==> src/reset_gen_pkg.sv <==
/*
  constants and carrier types for the processor/coprocessor reset generator.
  assumes core_clk is the double-rate processor clock at 40 MHz.
*/
//
// Contract
// - board reset clears all state and resets both processor and coprocessor.
// - during board reset the busy line is held at least eight clocks before and after the processor reset falls.
// - a keyboard-controller reset request gives an immediate 16-clock processor-only reset.
// - setting bit 0 of port 92h gives a processor-only 16-clock reset after about 6.75 us.
// - a read of port EFh does the same, but only while the compatibility feature set is enabled.
// - a write to port F1h gives an 80-clock coprocessor-only reset.
// - ready is withheld a further 100 clocks after the coprocessor reset ends.
// - a shutdown cycle gives a 16-clock processor-only reset.
// - a shutdown is acknowledged with ready after two wait states, and the reset pulse starts in that same cycle.
// - a special cycle with data/control 0 and write/read 1 is shutdown when byte lane 0 enable is 0, halt when 1.
package reset_gen_pkg;
  localparam int  CLK_MHZ          = 40;
  localparam real PRE_DELAY_US     = 6.75;
  localparam int  PRE_DELAY_CYCLES = int'(PRE_DELAY_US * CLK_MHZ - 0.5); // longest time rounds down
  localparam int  CPU_PULSE_CYCLES = 16;
  localparam int  COPRO_PULSE_CYCLES = 80;
  localparam int  READY_HOLD_CYCLES  = 100;
  localparam int  BUSY_MARGIN_CYCLES = 8;
  localparam int  WAIT_STATES        = 2;
  localparam int  CNT_W              = 9;

  typedef struct packed {
    logic valid;     // one-cycle strobe: special cycle on the bus
    logic dataCtrl;  // data/control
    logic writeRead; // write/read
    logic byteLane0EnableN;
  } special_cycle_type;

  typedef struct packed {
    logic port92Bit0Set;      // pulse: bit 0 of port 92h written to 1
    logic portEfRead;         // pulse
    logic coproResetPortWrite;// pulse: port F1h written
  } io_trigger_type;

  typedef enum logic [4:0] {
    CPU_IDLE  = 5'b00001,
    CPU_DELAY = 5'b00010,
    CPU_ACK   = 5'b00100,
    CPU_PULSE = 5'b01000,
    CPU_BOARD = 5'b10000
  } cpu_state_type;
endpackage : reset_gen_pkg

==> src/cpu_copro_reset_generator.sv <==
/*
  reset generator: turns board, keyboard, port and shutdown triggers into timed resets.
  assumes io triggers and special-cycle strobes come from logic on core_clk; pins are synchronised here.
*/
`timescale 1ns/10ps
`default_nettype none
module cpu_copro_reset_generator
  import reset_gen_pkg::*;
#(
  parameter int PRE_DELAY = PRE_DELAY_CYCLES
)(
  input  wire logic              core_clk,
  input  wire logic              reset,
  input  wire logic              boardResetIn,
  input  wire logic              kbdCpuResetReqN,
  input  wire logic              compatFeatureEnable,
  input  wire io_trigger_type    ioTrig,
  input  wire special_cycle_type specialCycle,
  output logic                   cpuResetOut,
  output logic                   coproResetOut,
  output logic                   cpuBusyOutN,
  output logic                   readyOutN,
  output logic                   configDefaultsLoad
);
  // counters share one width; a count that does not fit would be cut to that width and end early
  if (PRE_DELAY < 1 || PRE_DELAY >= 2**CNT_W) begin : g_bad_pre_delay
    $error("PRE_DELAY out of range");
  end
  if (COPRO_PULSE_CYCLES >= 2**CNT_W || READY_HOLD_CYCLES >= 2**CNT_W) begin : g_bad_counts
    $error("pulse counts exceed counter width");
  end
  if (CPU_PULSE_CYCLES < 1 || WAIT_STATES > 3) begin : g_bad_timing
    $error("pulse or wait-state count unusable");
  end

  // one counter width serves every timer but the two-bit halt wait; the longest count sets it
  logic          brdMeta, brdSync, kbdMeta, kbdSync, kbdPrev;
  cpu_state_type cpuState_reg;
  logic [CNT_W-1:0] cpuCnt_reg, coproCnt_reg, readyHold_reg, busyCnt_reg;
  logic          coproPulse_reg, haltAck_reg;
  logic [1:0]    haltWait_reg;
  logic          shutdownHit, haltHit, kbdEvent, delayedReq;

  // pins pass two flops before use
  // keyboard request is edge-taken so a held-low pin gives one pulse only
  always_ff @(posedge core_clk) begin
    brdMeta <= boardResetIn;
    brdSync <= brdMeta;
    kbdMeta <= kbdCpuResetReqN;
    kbdSync <= kbdMeta;
    kbdPrev <= kbdSync;
  end

  // special-cycle decode; other cycle codes are not this block's concern
  assign shutdownHit = specialCycle.valid && !specialCycle.dataCtrl && specialCycle.writeRead
                       && !specialCycle.byteLane0EnableN;
  assign haltHit     = specialCycle.valid && !specialCycle.dataCtrl && specialCycle.writeRead
                       && specialCycle.byteLane0EnableN;
  // falling edge of the synced request; the pin idles high so reset leaves no false edge
  assign kbdEvent    = !kbdSync && kbdPrev;
  assign delayedReq  = ioTrig.port92Bit0Set || (ioTrig.portEfRead && compatFeatureEnable);

  // processor reset sequencer; board reset outranks all else
  always_ff @(posedge core_clk) begin
    if (reset || brdSync) begin
      cpuState_reg <= CPU_BOARD;
      cpuCnt_reg   <= '0;
    end else begin
      unique case (cpuState_reg)
        CPU_BOARD: begin
          // reset holds past the busy lead-in, then falls
          if (cpuCnt_reg == CNT_W'(BUSY_MARGIN_CYCLES)) begin
            cpuState_reg <= CPU_IDLE;
            cpuCnt_reg   <= '0;
          end else begin
            cpuCnt_reg <= cpuCnt_reg + 1'b1;
          end
        end
        CPU_IDLE: begin
          // priority: keyboard, then shutdown, then the delayed port request; the rest is dropped
          if (kbdEvent) begin
            cpuState_reg <= CPU_PULSE;
            cpuCnt_reg   <= '0;
          end else if (shutdownHit) begin
            cpuState_reg <= CPU_ACK;
            cpuCnt_reg   <= '0;
          end else if (delayedReq) begin
            cpuState_reg <= CPU_DELAY;
            cpuCnt_reg   <= '0;
          end
        end
        CPU_DELAY: begin
          // further port requests during the wait are ignored
          if (cpuCnt_reg == CNT_W'(PRE_DELAY - 1)) begin
            cpuState_reg <= CPU_PULSE;
            cpuCnt_reg   <= '0;
          end else begin
            cpuCnt_reg <= cpuCnt_reg + 1'b1;
          end
        end
        CPU_ACK: begin
          // ready goes out after two wait states, pulse starts on the same edge
          if (cpuCnt_reg == CNT_W'(WAIT_STATES)) begin
            cpuState_reg <= CPU_PULSE;
            cpuCnt_reg   <= '0;
          end else begin
            cpuCnt_reg <= cpuCnt_reg + 1'b1;
          end
        end
        CPU_PULSE: begin
          // last count drops the pin and returns to idle on the same edge
          if (cpuCnt_reg == CNT_W'(CPU_PULSE_CYCLES - 1)) begin
            cpuState_reg <= CPU_IDLE;
            cpuCnt_reg   <= '0;
          end else begin
            cpuCnt_reg <= cpuCnt_reg + 1'b1;
          end
        end
        default: begin
          cpuState_reg <= CPU_IDLE;
          cpuCnt_reg   <= '0;
        end
      endcase
    end
  end

  always_ff @(posedge core_clk) begin
    if (reset || brdSync) begin
      // pin copy looks one state ahead so the pulse leaves a flop with the exact width
      cpuResetOut <= 1'b1;
    end else begin
      cpuResetOut <= (cpuState_reg == CPU_BOARD && cpuCnt_reg != CNT_W'(BUSY_MARGIN_CYCLES))
                     || (cpuState_reg == CPU_IDLE && kbdEvent)
                     || (cpuState_reg == CPU_DELAY && cpuCnt_reg == CNT_W'(PRE_DELAY - 1))
                     || (cpuState_reg == CPU_ACK && cpuCnt_reg == CNT_W'(WAIT_STATES))
                     || (cpuState_reg == CPU_PULSE && cpuCnt_reg != CNT_W'(CPU_PULSE_CYCLES - 1));
    end
  end

  // busy asserted through board reset and nine clocks beyond the reset's fall
  always_ff @(posedge core_clk) begin
    if (reset || brdSync) begin
      busyCnt_reg <= '0;
      cpuBusyOutN <= 1'b0;
    end else if (cpuState_reg == CPU_BOARD) begin
      busyCnt_reg <= '0;
      cpuBusyOutN <= 1'b0;
    end else if (busyCnt_reg != CNT_W'(BUSY_MARGIN_CYCLES)) begin
      busyCnt_reg <= busyCnt_reg + 1'b1;
      cpuBusyOutN <= 1'b0;
    end else begin
      cpuBusyOutN <= 1'b1;
    end
  end

  // coprocessor reset pulse then ready hold-off
  always_ff @(posedge core_clk) begin
    if (reset || brdSync) begin
      coproPulse_reg <= 1'b1;
      coproCnt_reg   <= '0;
      readyHold_reg  <= '0;
    end else if (ioTrig.coproResetPortWrite) begin
      coproPulse_reg <= 1'b1;
      coproCnt_reg   <= '0;
      readyHold_reg  <= '0;
    end else if (coproPulse_reg) begin
      // the hold-off count loads as the pulse ends
      if (coproCnt_reg == CNT_W'(COPRO_PULSE_CYCLES - 1)) begin
        coproPulse_reg <= 1'b0;
        readyHold_reg  <= CNT_W'(READY_HOLD_CYCLES);
      end
      coproCnt_reg <= coproCnt_reg + 1'b1;
    end else if (readyHold_reg != '0) begin
      readyHold_reg <= readyHold_reg - 1'b1;
    end
  end

  always_ff @(posedge core_clk) begin
    if (reset || brdSync) begin
      // a repeated port write restarts the pulse, so back-to-back writes lengthen it
      coproResetOut <= 1'b1;
    end else begin
      coproResetOut <= ioTrig.coproResetPortWrite
                       || (coproPulse_reg && coproCnt_reg != CNT_W'(COPRO_PULSE_CYCLES - 1));
    end
  end

  // halt: ready after two wait states only
  always_ff @(posedge core_clk) begin
    if (reset || brdSync) begin
      haltAck_reg  <= 1'b0;
      haltWait_reg <= '0;
    end else if (haltHit) begin
      haltAck_reg  <= 1'b1;
      haltWait_reg <= '0;
    end else if (haltAck_reg) begin
      if (haltWait_reg == 2'(WAIT_STATES)) begin
        haltAck_reg <= 1'b0;
      end else begin
        haltWait_reg <= haltWait_reg + 1'b1;
      end
    end
  end

  // ready is a one-cycle low acknowledge, blocked while the coprocessor is held off
  // limitation: an acknowledge that falls in the hold-off is dropped, not retried
  always_ff @(posedge core_clk) begin
    if (reset || brdSync) begin
      readyOutN <= 1'b1;
    end else begin
      readyOutN <= !(((cpuState_reg == CPU_ACK && cpuCnt_reg == CNT_W'(WAIT_STATES))
                      || (haltAck_reg && haltWait_reg == 2'(WAIT_STATES)))
                     && !coproPulse_reg && readyHold_reg == '0);
    end
  end

  always_ff @(posedge core_clk) begin
    // defaults load one clock behind reset so the output stays flop-driven
    configDefaultsLoad <= reset || brdSync;
  end
endmodule : cpu_copro_reset_generator
`default_nettype wire

==> config.mk <==
export PLATFORM = sky130hd
export DESIGN_NAME = cpu_copro_reset_generator
export DESIGN_NICKNAME = d
export VERILOG_FILES = /design/src/reset_gen_pkg.sv /design/src/cpu_copro_reset_generator.sv
export SDC_FILE = /design/constraint.sdc
export NUM_CORES = 1
export LEC_CHECK = 0
export BUFFER_PORTS_ARGS = -buffer_cell sky130_fd_sc_hd__clkbuf_2
export CAP_MARGIN = 20
export CORE_AREA = 2 2 73 75
export CTS_BUF_LIST = sky130_fd_sc_hd__clkbuf_8
export CTS_CLUSTER_DIAMETER = 120
export DETAILED_ROUTE_END_ITERATION = 12
export DIE_AREA = 0 0 75 77
export PLACE_DENSITY = 0.68
export SLEW_MARGIN = 10
export SYNTH_ARGS = -nofsm -noshare
export SYNTH_HDL_FRONTEND = slang
export SYNTH_SLANG_ARGS = --single-unit
==> constraint.sdc <==
create_clock -name core_clk -period 5.6 [get_ports core_clk]
set_clock_uncertainty 0.15 [all_clocks]
set_input_delay 0.28 -clock core_clk [delete_from_list [all_inputs] [get_ports core_clk]]
set_output_delay 0.28 -clock core_clk [all_outputs]
set_load 0.05 [all_outputs]
Word level (Yosys, flattened, before mapping)
Index checks and enable logic that the tools add are counted.
Widths: inputs -> output; s select.

operators by class
  reduce and logical (&&, ||, !) cells = 37
  bitwise operators = 1
  add/subtract/negate cells = 5
  mux-type cells = 25
  equal/unequal tests = 21

operators with widths
  operator             number
  $mux 9               10
  $pmux 9 s5           1
  $mux 5               7
  $add 9x1->9 const B  3
  $ne 9x4->1 const B   3
  $pmux 5 s5           1
  $eq 9x4->1 const B   2
  $logic_and 1x1->1    15
  $eq 9x2->1 const B   1
  $eq 9x7->1 const B   1
  $eq 9x9->1 const B   1
  $logic_not 9->1      1
  $ne 9x7->1 const B   1
  $reduce_bool 9->1    1
  $sub 9x1->9 const B  1
  $logic_or 1x1->1     8
  $mux 1               6
  $ne 2x2->1 const B   3
  $reduce_or 2->1      3
  $eq 5x1->1 const B   1
  $eq 5x2->1 const B   1
  $eq 5x3->1 const B   1
  $eq 5x4->1 const B   1
  $eq 5x5->1 const B   1
  9 further kinds      15

word-level totals
  word-level logic and storage cells = 107
  bits in registers = 55
  input bits = 12

Logic depth before layout (Yosys ltp)
Gate-level depths: netlist of run 1.

  depth after elaboration = 7
  depth in mapped cells = 7

Least setup slack after synthesis of run 1
OpenSTA, ideal clock, no wires.

  path kind = reg-to-reg
  start = register readyHold_reg[3]
  end = register readyOutN
  data arrival time = 1772 ps
  period minus slack after synthesis = 2056 ps
  buffers on the path = 0
  stages on the path, launching flop included = 4
  setup slack = 3544 ps
  path through = dfxtp_1 or4_4 or4_4 or4_1

between the ends
  word-level cells in the longest chain between the ends = 3

ends and longest elaborated chain
  item                    line                              text
  from (decl)             cpu_copro_reset_generator.sv:39   logic [CNT_W-1:0] cpuCnt_reg, coproCnt_reg, readyHold_reg, busyCnt_reg;
  from (signal assigned)  cpu_copro_reset_generator.sv:170  readyHold_reg <= CNT_W'(READY_HOLD_CYCLES);
  from (signal assigned)  cpu_copro_reset_generator.sv:174  readyHold_reg <= readyHold_reg - 1'b1;
  $logic_not 9->1         cpu_copro_reset_generator.sv:213  && !coproPulse_reg && readyHold_reg == '0);
  $logic_and 1x1->1       cpu_copro_reset_generator.sv:213
  $logic_not 1->1         cpu_copro_reset_generator.sv:211  readyOutN <= !(((cpuState_reg == CPU_ACK && cpuCnt_reg == CNT_W'(WAIT_STATES))
  to (signal assigned)    cpu_copro_reset_generator.sv:211
  to (decl)               cpu_copro_reset_generator.sv:22   output logic readyOutN,

Every way passes these cells.
A chain may end at the register's enable or synchronous reset.

Worst setup path in the final report of run 1
  start = register cpuCnt_reg[6]
  end = register cpuCnt_reg[5]

between the ends
  word-level cells in the longest chain between the ends = 3
  elaborated cells on any way between the ends = 9
  those cells by class = eq/ne: 4; mux: 5

ends and longest elaborated chain
  item                                      line                              text
  from (decl)                               cpu_copro_reset_generator.sv:39
  from (signal assigned)                    cpu_copro_reset_generator.sv:76   cpuCnt_reg <= cpuCnt_reg + 1'b1;
  from (signal assigned)                    cpu_copro_reset_generator.sv:98   cpuCnt_reg <= cpuCnt_reg + 1'b1;
  from (signal assigned)                    cpu_copro_reset_generator.sv:107  cpuCnt_reg <= cpuCnt_reg + 1'b1;
  $eq 9x4->1, or another cell as far along  cpu_copro_reset_generator.sv:112  if (cpuCnt_reg == CNT_W'(CPU_PULSE_CYCLES - 1)) begin
  $mux 9, on equally long branches          -
  $pmux 9 s5 (*)                            cpu_copro_reset_generator.sv:69   unique case (cpuState_reg)

Every way passes the cells marked *; elsewhere a longest branch is shown, timed or not.

==> out/qor.csv, run 1 <==
stage;metric;value;unit
outcome;status;complete, no violations;
drt;routed_wl;4870;um
placement;gp_congestion;0.833;
pwr;power_density;222;nW/um^2
yosys;synth_warnings;0;
die;die_width;75;um
timing;timing.fmax;427;MHz
yosys;synth_area;2580;um^2
timing;tightest_slew;1.05;ns
die;pin_count;17;
yosys;synth_area_leader_cell;dfxtp_1;
global_routing;antenna_found_initial;0;
worst_setup_path;critPathArrivalTime;2.37;ns
global_routing;grt.overflow.total;0;
pwr;cellLeakagePower;0.000963;uW
clocking;postCtsSetupBuffers;0;
worst_setup_path;crit_type;register to register;
global_routing;first_global_vias;1882;
clocking;numCtsBuffers;5;
worst_setup_path;crit_fanout;7;
timing;rsz0062_at_grt;false;
clocking;cts_tree;yes;
die;die_h;77;um
die;start_util;51.8;%
yosys;synth_cells;291;
yosys;synth.distinct_cells;55;
clocking;cts_root_buffer;clkbuf_8;
placement;port_buffers;16;
yosys;synth_nets;312;
drt;drc;0;
drt;drt_iter0_markers;96;
clocking;clkTransAtPathRegs;0.10;ns
min_path;hold_path.class;primary input to register;
yosys;yosysSeqAreaShare;42.7;%
timing;slew_violations;0;
worst_setup_path;slowest_stage;or4_1;
clocking;cts_sinks;55;
yosys;synth.ff_latch_count;55;
timing;max-slew-margin-rel;29.0;%
global_routing;gr-usage-all-layers;18.2;%
worst_setup_path;slowest_delay;0.64;ns
placement;dp.final_hpwl;3530;um
timing;timing.final.crit_share;41.8;%
final_layout;n_antenna_cell;0;
drt;vias_per_cell;5.44;
worst_setup_path;crit_required;5.63;ns
pwr;vdd_drop_max;0.142;mV
final_layout;drive_gt1_share;11.0;%
yosys;synth-main-ff-cell;dfxtp_1;
final_layout;n_fill_cell;467;
drt;post_drt_wl_per_cell;12.8;um
worst_setup_path;critPathCaptureType;register;
die;die_area;5780;um^2
final_layout;fin_area;2820;um^2
clocking;clock_latency;0.30;ns
die;core.rowCount;26;
yosys;ys_top_cells_by_area;dfxtp_1, nor2_1, xor2_1;
timing;period_minus_slack;2.34;ns
final_layout;area_growth;9.46;%
timing;finalHoldViolations;0;
yosys;synth-edff-count;0;
timing;whs;0.138;ns
final_layout;final_cell_mix;dfxtp_1, nor2_1, nand2_1;
drt;dr_total_vias;2069;
worst_setup_path;path_cells;or4_1 > nor4_2 > o22ai_1 > o31ai_4 > nor2_1;
worst_setup_path;start_kind;register;
flow_run;cap_viol_max_count;0;
global_routing;grt_pass1_wl;8450;um
yosys;avgSynthCellArea;8.87;um^2
drt;ant_nets;0;
global_routing;grt_max_degree;18;
final_layout;layout_commonest_cell;dfxtp_1;
clocking;clock_path_buffers;2;
timing;setup_violations;0;
final_layout;nets;330;
drt;drt-pass1-iter-count;4;
clocking;h-tree-depth;2;
yosys;yosys.area.top_type_share;42.7;%
die;core_area;4980;um^2
placement;place_area;2720;um^2
yosys;async_flop_share;0;%
timing;tns;0;ns
-- layout make-up --
type | count | area, um^2 | area share [%]
Multi-Input combinational cell | 220 | 1420 | 50.2
Sequential cell | 55 | 1100 | 39.0
Timing Repair Buffer | 18 | 100 | 3.54
Tap cell | 70 | 87.6 | 3.10
Clock buffer | 5 | 68.8 | 2.44
Inverter | 9 | 33.8 | 1.20
Clock inverter | 3 | 16.3 | 0.576
-- logic make-up after synthesis --
logic type                 after synthesis  synth area share [%]
xor gates and xnor gates                24                  8.15
buffers and inverters                   16                  2.42
muxes                                    1                 0.388
and+or+nand+nor                        132                  27.4
DFF                                     55                  42.7
AOI/OAI and AO/OA                       54                  14.5
adders and majority gates                9                  4.36
-- routing by layer --
| metal | GRT usage, % | vias to the layer above | wire, um |
|---|---|---|---|
| met1 | 25.1 | 934 | 2420 |
| met2 | 27.9 | 57 | 2210 |
| met5 | 0 | - | 0 |
| li1 | - | 1076 | - |
| met3 | 4.73 | 2 | 219 |
| met4 | 4.64 | 0 | 26 |
-- worst paths after layout --
check | startpoint | endpoint | slack (ns) | depth (start not counted)
min | ioTrig[0] | coproResetOut$_SDFF_PP1_ | 0.14 | 3
max reg2reg | cpuCnt_reg[6]$_SDFFE_PP0P_ | cpuCnt_reg[5]$_SDFFE_PP0P_ | 3.26 | 5
max | cpuCnt_reg[6]$_SDFFE_PP0P_ | cpuCnt_reg[5]$_SDFFE_PP0P_ | 3.26 | 5
min reg2reg | kbdMeta$_DFF_P_ | kbdSync$_DFF_P_ | 0.18 | 0
-- per-stage QoR --
step | std cells | total power [uW] | utilization (%) | worst slack, ns
after floorplan | 291 | 418 | - | 3.54
after global placement | 370 | 426 | 54.6 | 3.24
after detailed placement | 370 | 426 | 54.6 | 3.27
after CTS | 380 | 636 | 56.7 | 3.29
after global routing | 380 | 656 | 56.7 | 3.09
final | 380 | 627 | 56.7 | 3.26
-- worst max-delay path, delay by kind of cell (launching register included) --
family	cells	cell delay [ns]
simple gates	3	1.11
compound gates	2	0.62
flops	1	0.35
-- synthesized netlist by cell type, drive strengths merged, types with 2 or more instances --
library cell   n
a21o           2
a21oi         16
a22oi          2
and2           3
and3           2
buf            2
clkbuf         5
dfxtp         55
ha             9
inv            8
nand2         23
nand2b         7
nand3         12
nand3b         2
nand4          7
nor2          43
nor2b          4
nor3           6
nor4           3
nor4b          3
o211ai         2
o21ai         12
o221a          2
o31ai          4
o32ai          2
or3            4
or4            8
xnor2         11
xor2          13
-- where the power goes --
group          switching (uW)  internal [uW]  leakage, uW  total, uW
Combinational            12.8           8.36     0.000472       21.2
Sequential               2.51            394     0.000446        397
Clock                     123           85.9    0.0000453        209
Total                     139            489     0.000963        627
-- repair_timing --
action | 4_1_cts | 5_1_grt
resized for setup | 0 | 0
hold buffers | 2 | 0
hold endpoints to repair | 2 | 0
Note: power is estimated with default switching activity, not from simulation.
==> run 2: changes to the inputs <==
- ABC_AREA: unset -> 1
- CORE_AREA: 2 2 73 75 -> 2 2 75 77
- DIE_AREA: 0 0 75 77 -> 0 0 77 79
- PLACE_DENSITY: 0.68 -> 0.71
- clock period: 5.6 -> 2 ns (I/O delays scaled with it)
==> run 2 against run 1 <==
Final cell count is 27% higher; sequential power grew to 3.0 times the previous value; non-clock buffer count is 7 higher; setup slack worse by 3.0 ns; utilization is 0.55 points higher; die area is 5.3% higher; sequential share of layout area is 3.0 points lower; global-route usage is 0.50 points lower; clock-buffer cell count stayed put; critical path type unchanged.
==> out/qor.csv, run 2 <==
stage;metric;value;unit;change
worst_setup_path;r2r_slack;0.22;ns;-3.04 ns
min_path;hold_depth;4;;+1
min_path;min_to;coproPulse_reg$_SDFF_PP1_;;
die;die_width;77;um;+2.7%
worst_setup_path;critPathCaptureType;register;;
global_routing;grt.overflow.total;0;;unchanged
worst_setup_path;crit_type;register to register;;
yosys;synth_cells;382;;+31%
worst_setup_path;reg2reg_depth;9;;+4
global_routing;grtUsageMet1;21.1;%;-4.1 points
clocking;clkTransAtPathRegs;0.10;ns;about the same
clocking;cts_resized;0;;unchanged
worst_setup_path;path_cells;inv_1 > ha_1 > nand3_1 > nor2_1 > nand2_1 > nand2_2 > inv_2 > nand2_1 > a21oi_1;;
yosys;ys_top_cells_by_area;dfxtp_1, nand2_1, inv_1;;
flow_run;cap_viol_max_count;0;;unchanged
placement;port_buffers;16;;unchanged
global_routing;grt_pass1_wl;8760;um;+3.7%
yosys;synth_most_common_cell;nand2_1;;
pwr;cellLeakagePower;0.00125;uW;+30%
timing;slew_violations;0;;unchanged
final_layout;finish.cell_count_without_fillers;483;;+27%
worst_setup_path;critical-path-top-delay-family;simple AND/OR/NAND/NOR gates;;
timing;finalHoldViolations;0;;unchanged
clocking;cts_sinks;55;;unchanged
clocking;cts_tree;yes;;
yosys;synth-main-ff-cell;dfxtp_1;;
timing;tns;0;ns;unchanged
timing;setup_violations;0;;unchanged
die;core.rowCount;27;;+3.8%
final_layout;n_antenna_cell;0;;unchanged
drt;vias_per_cell;4.78;;-12%
worst_setup_path;start_kind;register;;
timing;period_minus_slack;1.78;ns;-0.561 ns
timing;tightest_slew;0.436;ns;-0.615 ns
pwr;power_density;810;nW/um^2;+260%
clocking;clock_path_buffers;2;;unchanged
clocking;numCtsBuffers;5;;unchanged
drt;drt-pass1-iter-count;4;;unchanged
timing;rsz0062_at_grt;false;;
die;die_h;79;um;+2.6%
yosys;synth-edff-count;0;;unchanged
timing;max-slew-margin-rel;70.9;%;+42 points
timing;timing.fmax;562;MHz;+32%
drt;dr_total_vias;2308;;+12%
outcome;status;complete, no violations;;
worst_setup_path;r2r-end;readyHold_reg[2]$_SDFFE_PP0P_;;
final_layout;final_cell_mix;nand2_1, dfxtp_1, inv_1;;
final_layout;nets;431;;+31%
drt;drc;0;;unchanged
pwr;vdd_drop_max;0.440;mV;+210%
global_routing;use_met3;3.30;%;-1.4 points
yosys;synth_area_leader_cell;dfxtp_1;;
die;pin_count;17;;unchanged
placement;dp.final_hpwl;3810;um;+7.9%
yosys;synth_common_cells;nand2_1, dfxtp_1, inv_1;;
yosys;synth_area;2730;um^2;+5.8%
worst_setup_path;critPathArrivalTime;1.82;ns;-0.55 ns
worst_setup_path;crit_fanout;10;;+3
yosys;avgSynthCellArea;7.14;um^2;-19%
clocking;h-tree-depth;2;;unchanged
final_layout;layout_commonest_cell;nand2_1;;
drt;routed_wl;5040;um;+3.5%
global_routing;gr-usage-all-layers;17.7;%;-0.50 points
global_routing;grtUsageMet2;32.0;%;+4.1 points
yosys;synth.ff_latch_count;55;;unchanged
yosys;yosys.area.top_type_share;40.3;%;-2.3 points
clocking;cts_root_buffer;clkbuf_8;;
placement;gp_congestion;0.885;;+6.2%
timing;timing.final.crit_share;88.9;%;+47 points
yosys;yosysSeqAreaShare;40.3;%;-2.3 points
die;start_util;51.1;%;-0.71 points
yosys;synth.distinct_cells;30;;-45%
worst_setup_path;rr_startpoint;readyHold_reg[0]$_SDFFE_PP0P_;;
worst_setup_path;slowest_stage;dfxtp_1;;
worst_setup_path;cp.buffers_inverters;2;;+2
min_path;hold_path.class;primary input to register;;
yosys;synth_warnings;0;;unchanged
worst_setup_path;slowest_delay;0.33;ns;-0.31 ns
die;core_area;5340;um^2;+7.2%
final_layout;drive_gt1_share;14.6;%;+3.6 points
global_routing;grt_max_degree;18;;unchanged
global_routing;antenna_found_initial;0;;unchanged
drt;ant_nets;0;;unchanged
drt;drt_iter0_markers;158;;+65%
placement;dp.cells;469;;+27%
die;die_area;6080;um^2;+5.3%
yosys;async_flop_share;0;%;unchanged
drt;post_drt_wl_per_cell;10.4;um;-19%
final_layout;area_growth;12.1;%;
yosys;synth_nets;403;;+29%
global_routing;first_global_vias;2101;;+12%
global_routing;busiest_layer;met2;;
worst_setup_path;cp_common_cell;nand2_1;;
worst_setup_path;crit_required;2.04;ns;-3.59 ns
clocking;clock_latency;0.30;ns;about the same
min_path;hp-start;ioTrig[0];;
-- run 2: cell count changes after synthesis, sizes merged, moves of 5 or more --
cell and change:
a21oi +9, xnor2 -11, nand2b -7, or4 -8, nor2 +16, nand2 +76
o21ai +10, xor2 -6, clkbuf -5, inv +46, nand3 +10
-- run 2: cells by family after synthesis --
group / after synthesis / share of synthesized area, %
simple gates: 203 / 34.8
xor+xnor: 7 / 2.25
flops: 55 / 40.3
compound gates: 50 / 9.72
buf+inv: 58 / 8.71
fa+ha+maj: 9 / 4.13
-- run 2: repair_timing --
item / 4_1_cts / 5_1_grt
hold endpoints to repair: 7 / 0
setup buffers: 0 / 0
hold buffers: 6 / 0
-- run 2: worst max path at each step --
| stage | start | endpoint | slack [ns] | depth (start not counted) |
|---|---|---|---|---|
| floorplan | cpuCnt_reg[1]$_SDFFE_PP0P_ | cpuCnt_reg[8]$_SDFFE_PP0P_ | 0.43 | 11 |
| global placement | readyHold_reg[0]$_SDFFE_PP0P_ | readyHold_reg[6]$_SDFFE_PP0P_ | 0.26 | 9 |
| detailed placement | readyHold_reg[0]$_SDFFE_PP0P_ | readyHold_reg[6]$_SDFFE_PP0P_ | 0.25 | 9 |
| CTS | readyHold_reg[0]$_SDFFE_PP0P_ | readyHold_reg[6]$_SDFFE_PP0P_ | 0.24 | 9 |
| global route | readyHold_reg[0]$_SDFFE_PP0P_ | readyHold_reg[7]$_SDFFE_PP0P_ | 0.01 | 9 |
| finish | readyHold_reg[0]$_SDFFE_PP0P_ | readyHold_reg[2]$_SDFFE_PP0P_ | 0.22 | 9 |
-- run 2: worst reg2reg max path, delay by kind of cell (launching register included) --
family / cells / cell delay, ns
simple gates: 5 / 0.73
flops: 1 / 0.33
fa+ha+maj: 1 / 0.20
buf+inv: 2 / 0.18
compound gates: 1 / 0.06
-- run 2: where the power goes --
group	internal (uW)	switching, uW
clock network	374	353
registers	1150	42.7
logic	204	357
total	1730	753
-- run 2: final cells by class --
cell class              instances  area (um^2)
clock buffers                   5         68.8
well taps                      72         90.1
inverters                      54          203
clock inverters                 3         42.5
flip-flops and latches         55         1100
fillers                       534         2280
multi-input cells             269         1390
repair buffers                 25          163
-- run 2: through the flow --
| stage | setup slack (ns) | hold WS (ns) | instance area [um^2] | utilization, % | power (uW) |
|---|---|---|---|---|---|
| 6_report | 0.222 | 0.00964 | 3060 | 57.3 | 2480 |
| 5_1_grt | 0.0112 | 0.0306 | 3060 | 57.3 | 2630 |
| 4_1_cts | 0.236 | 0.00298 | 3060 | 57.3 | 2510 |
| 3_5_place_dp | 0.246 | 0.0571 | 2890 | 54.1 | 1770 |
| 3_3_place_gp | 0.257 | 0.0524 | 2890 | 54.1 | 1760 |
| 2_1_floorplan | 0.434 | -0.0223 | 2730 | - | 1670 |
-- run 2: routing by layer --
layer	share of wire (%)	vias to the layer above
li1	-	1259
met1	47	1008
met2	49	34
met3	3.2	7
met4	1.2	0
met5	0	-
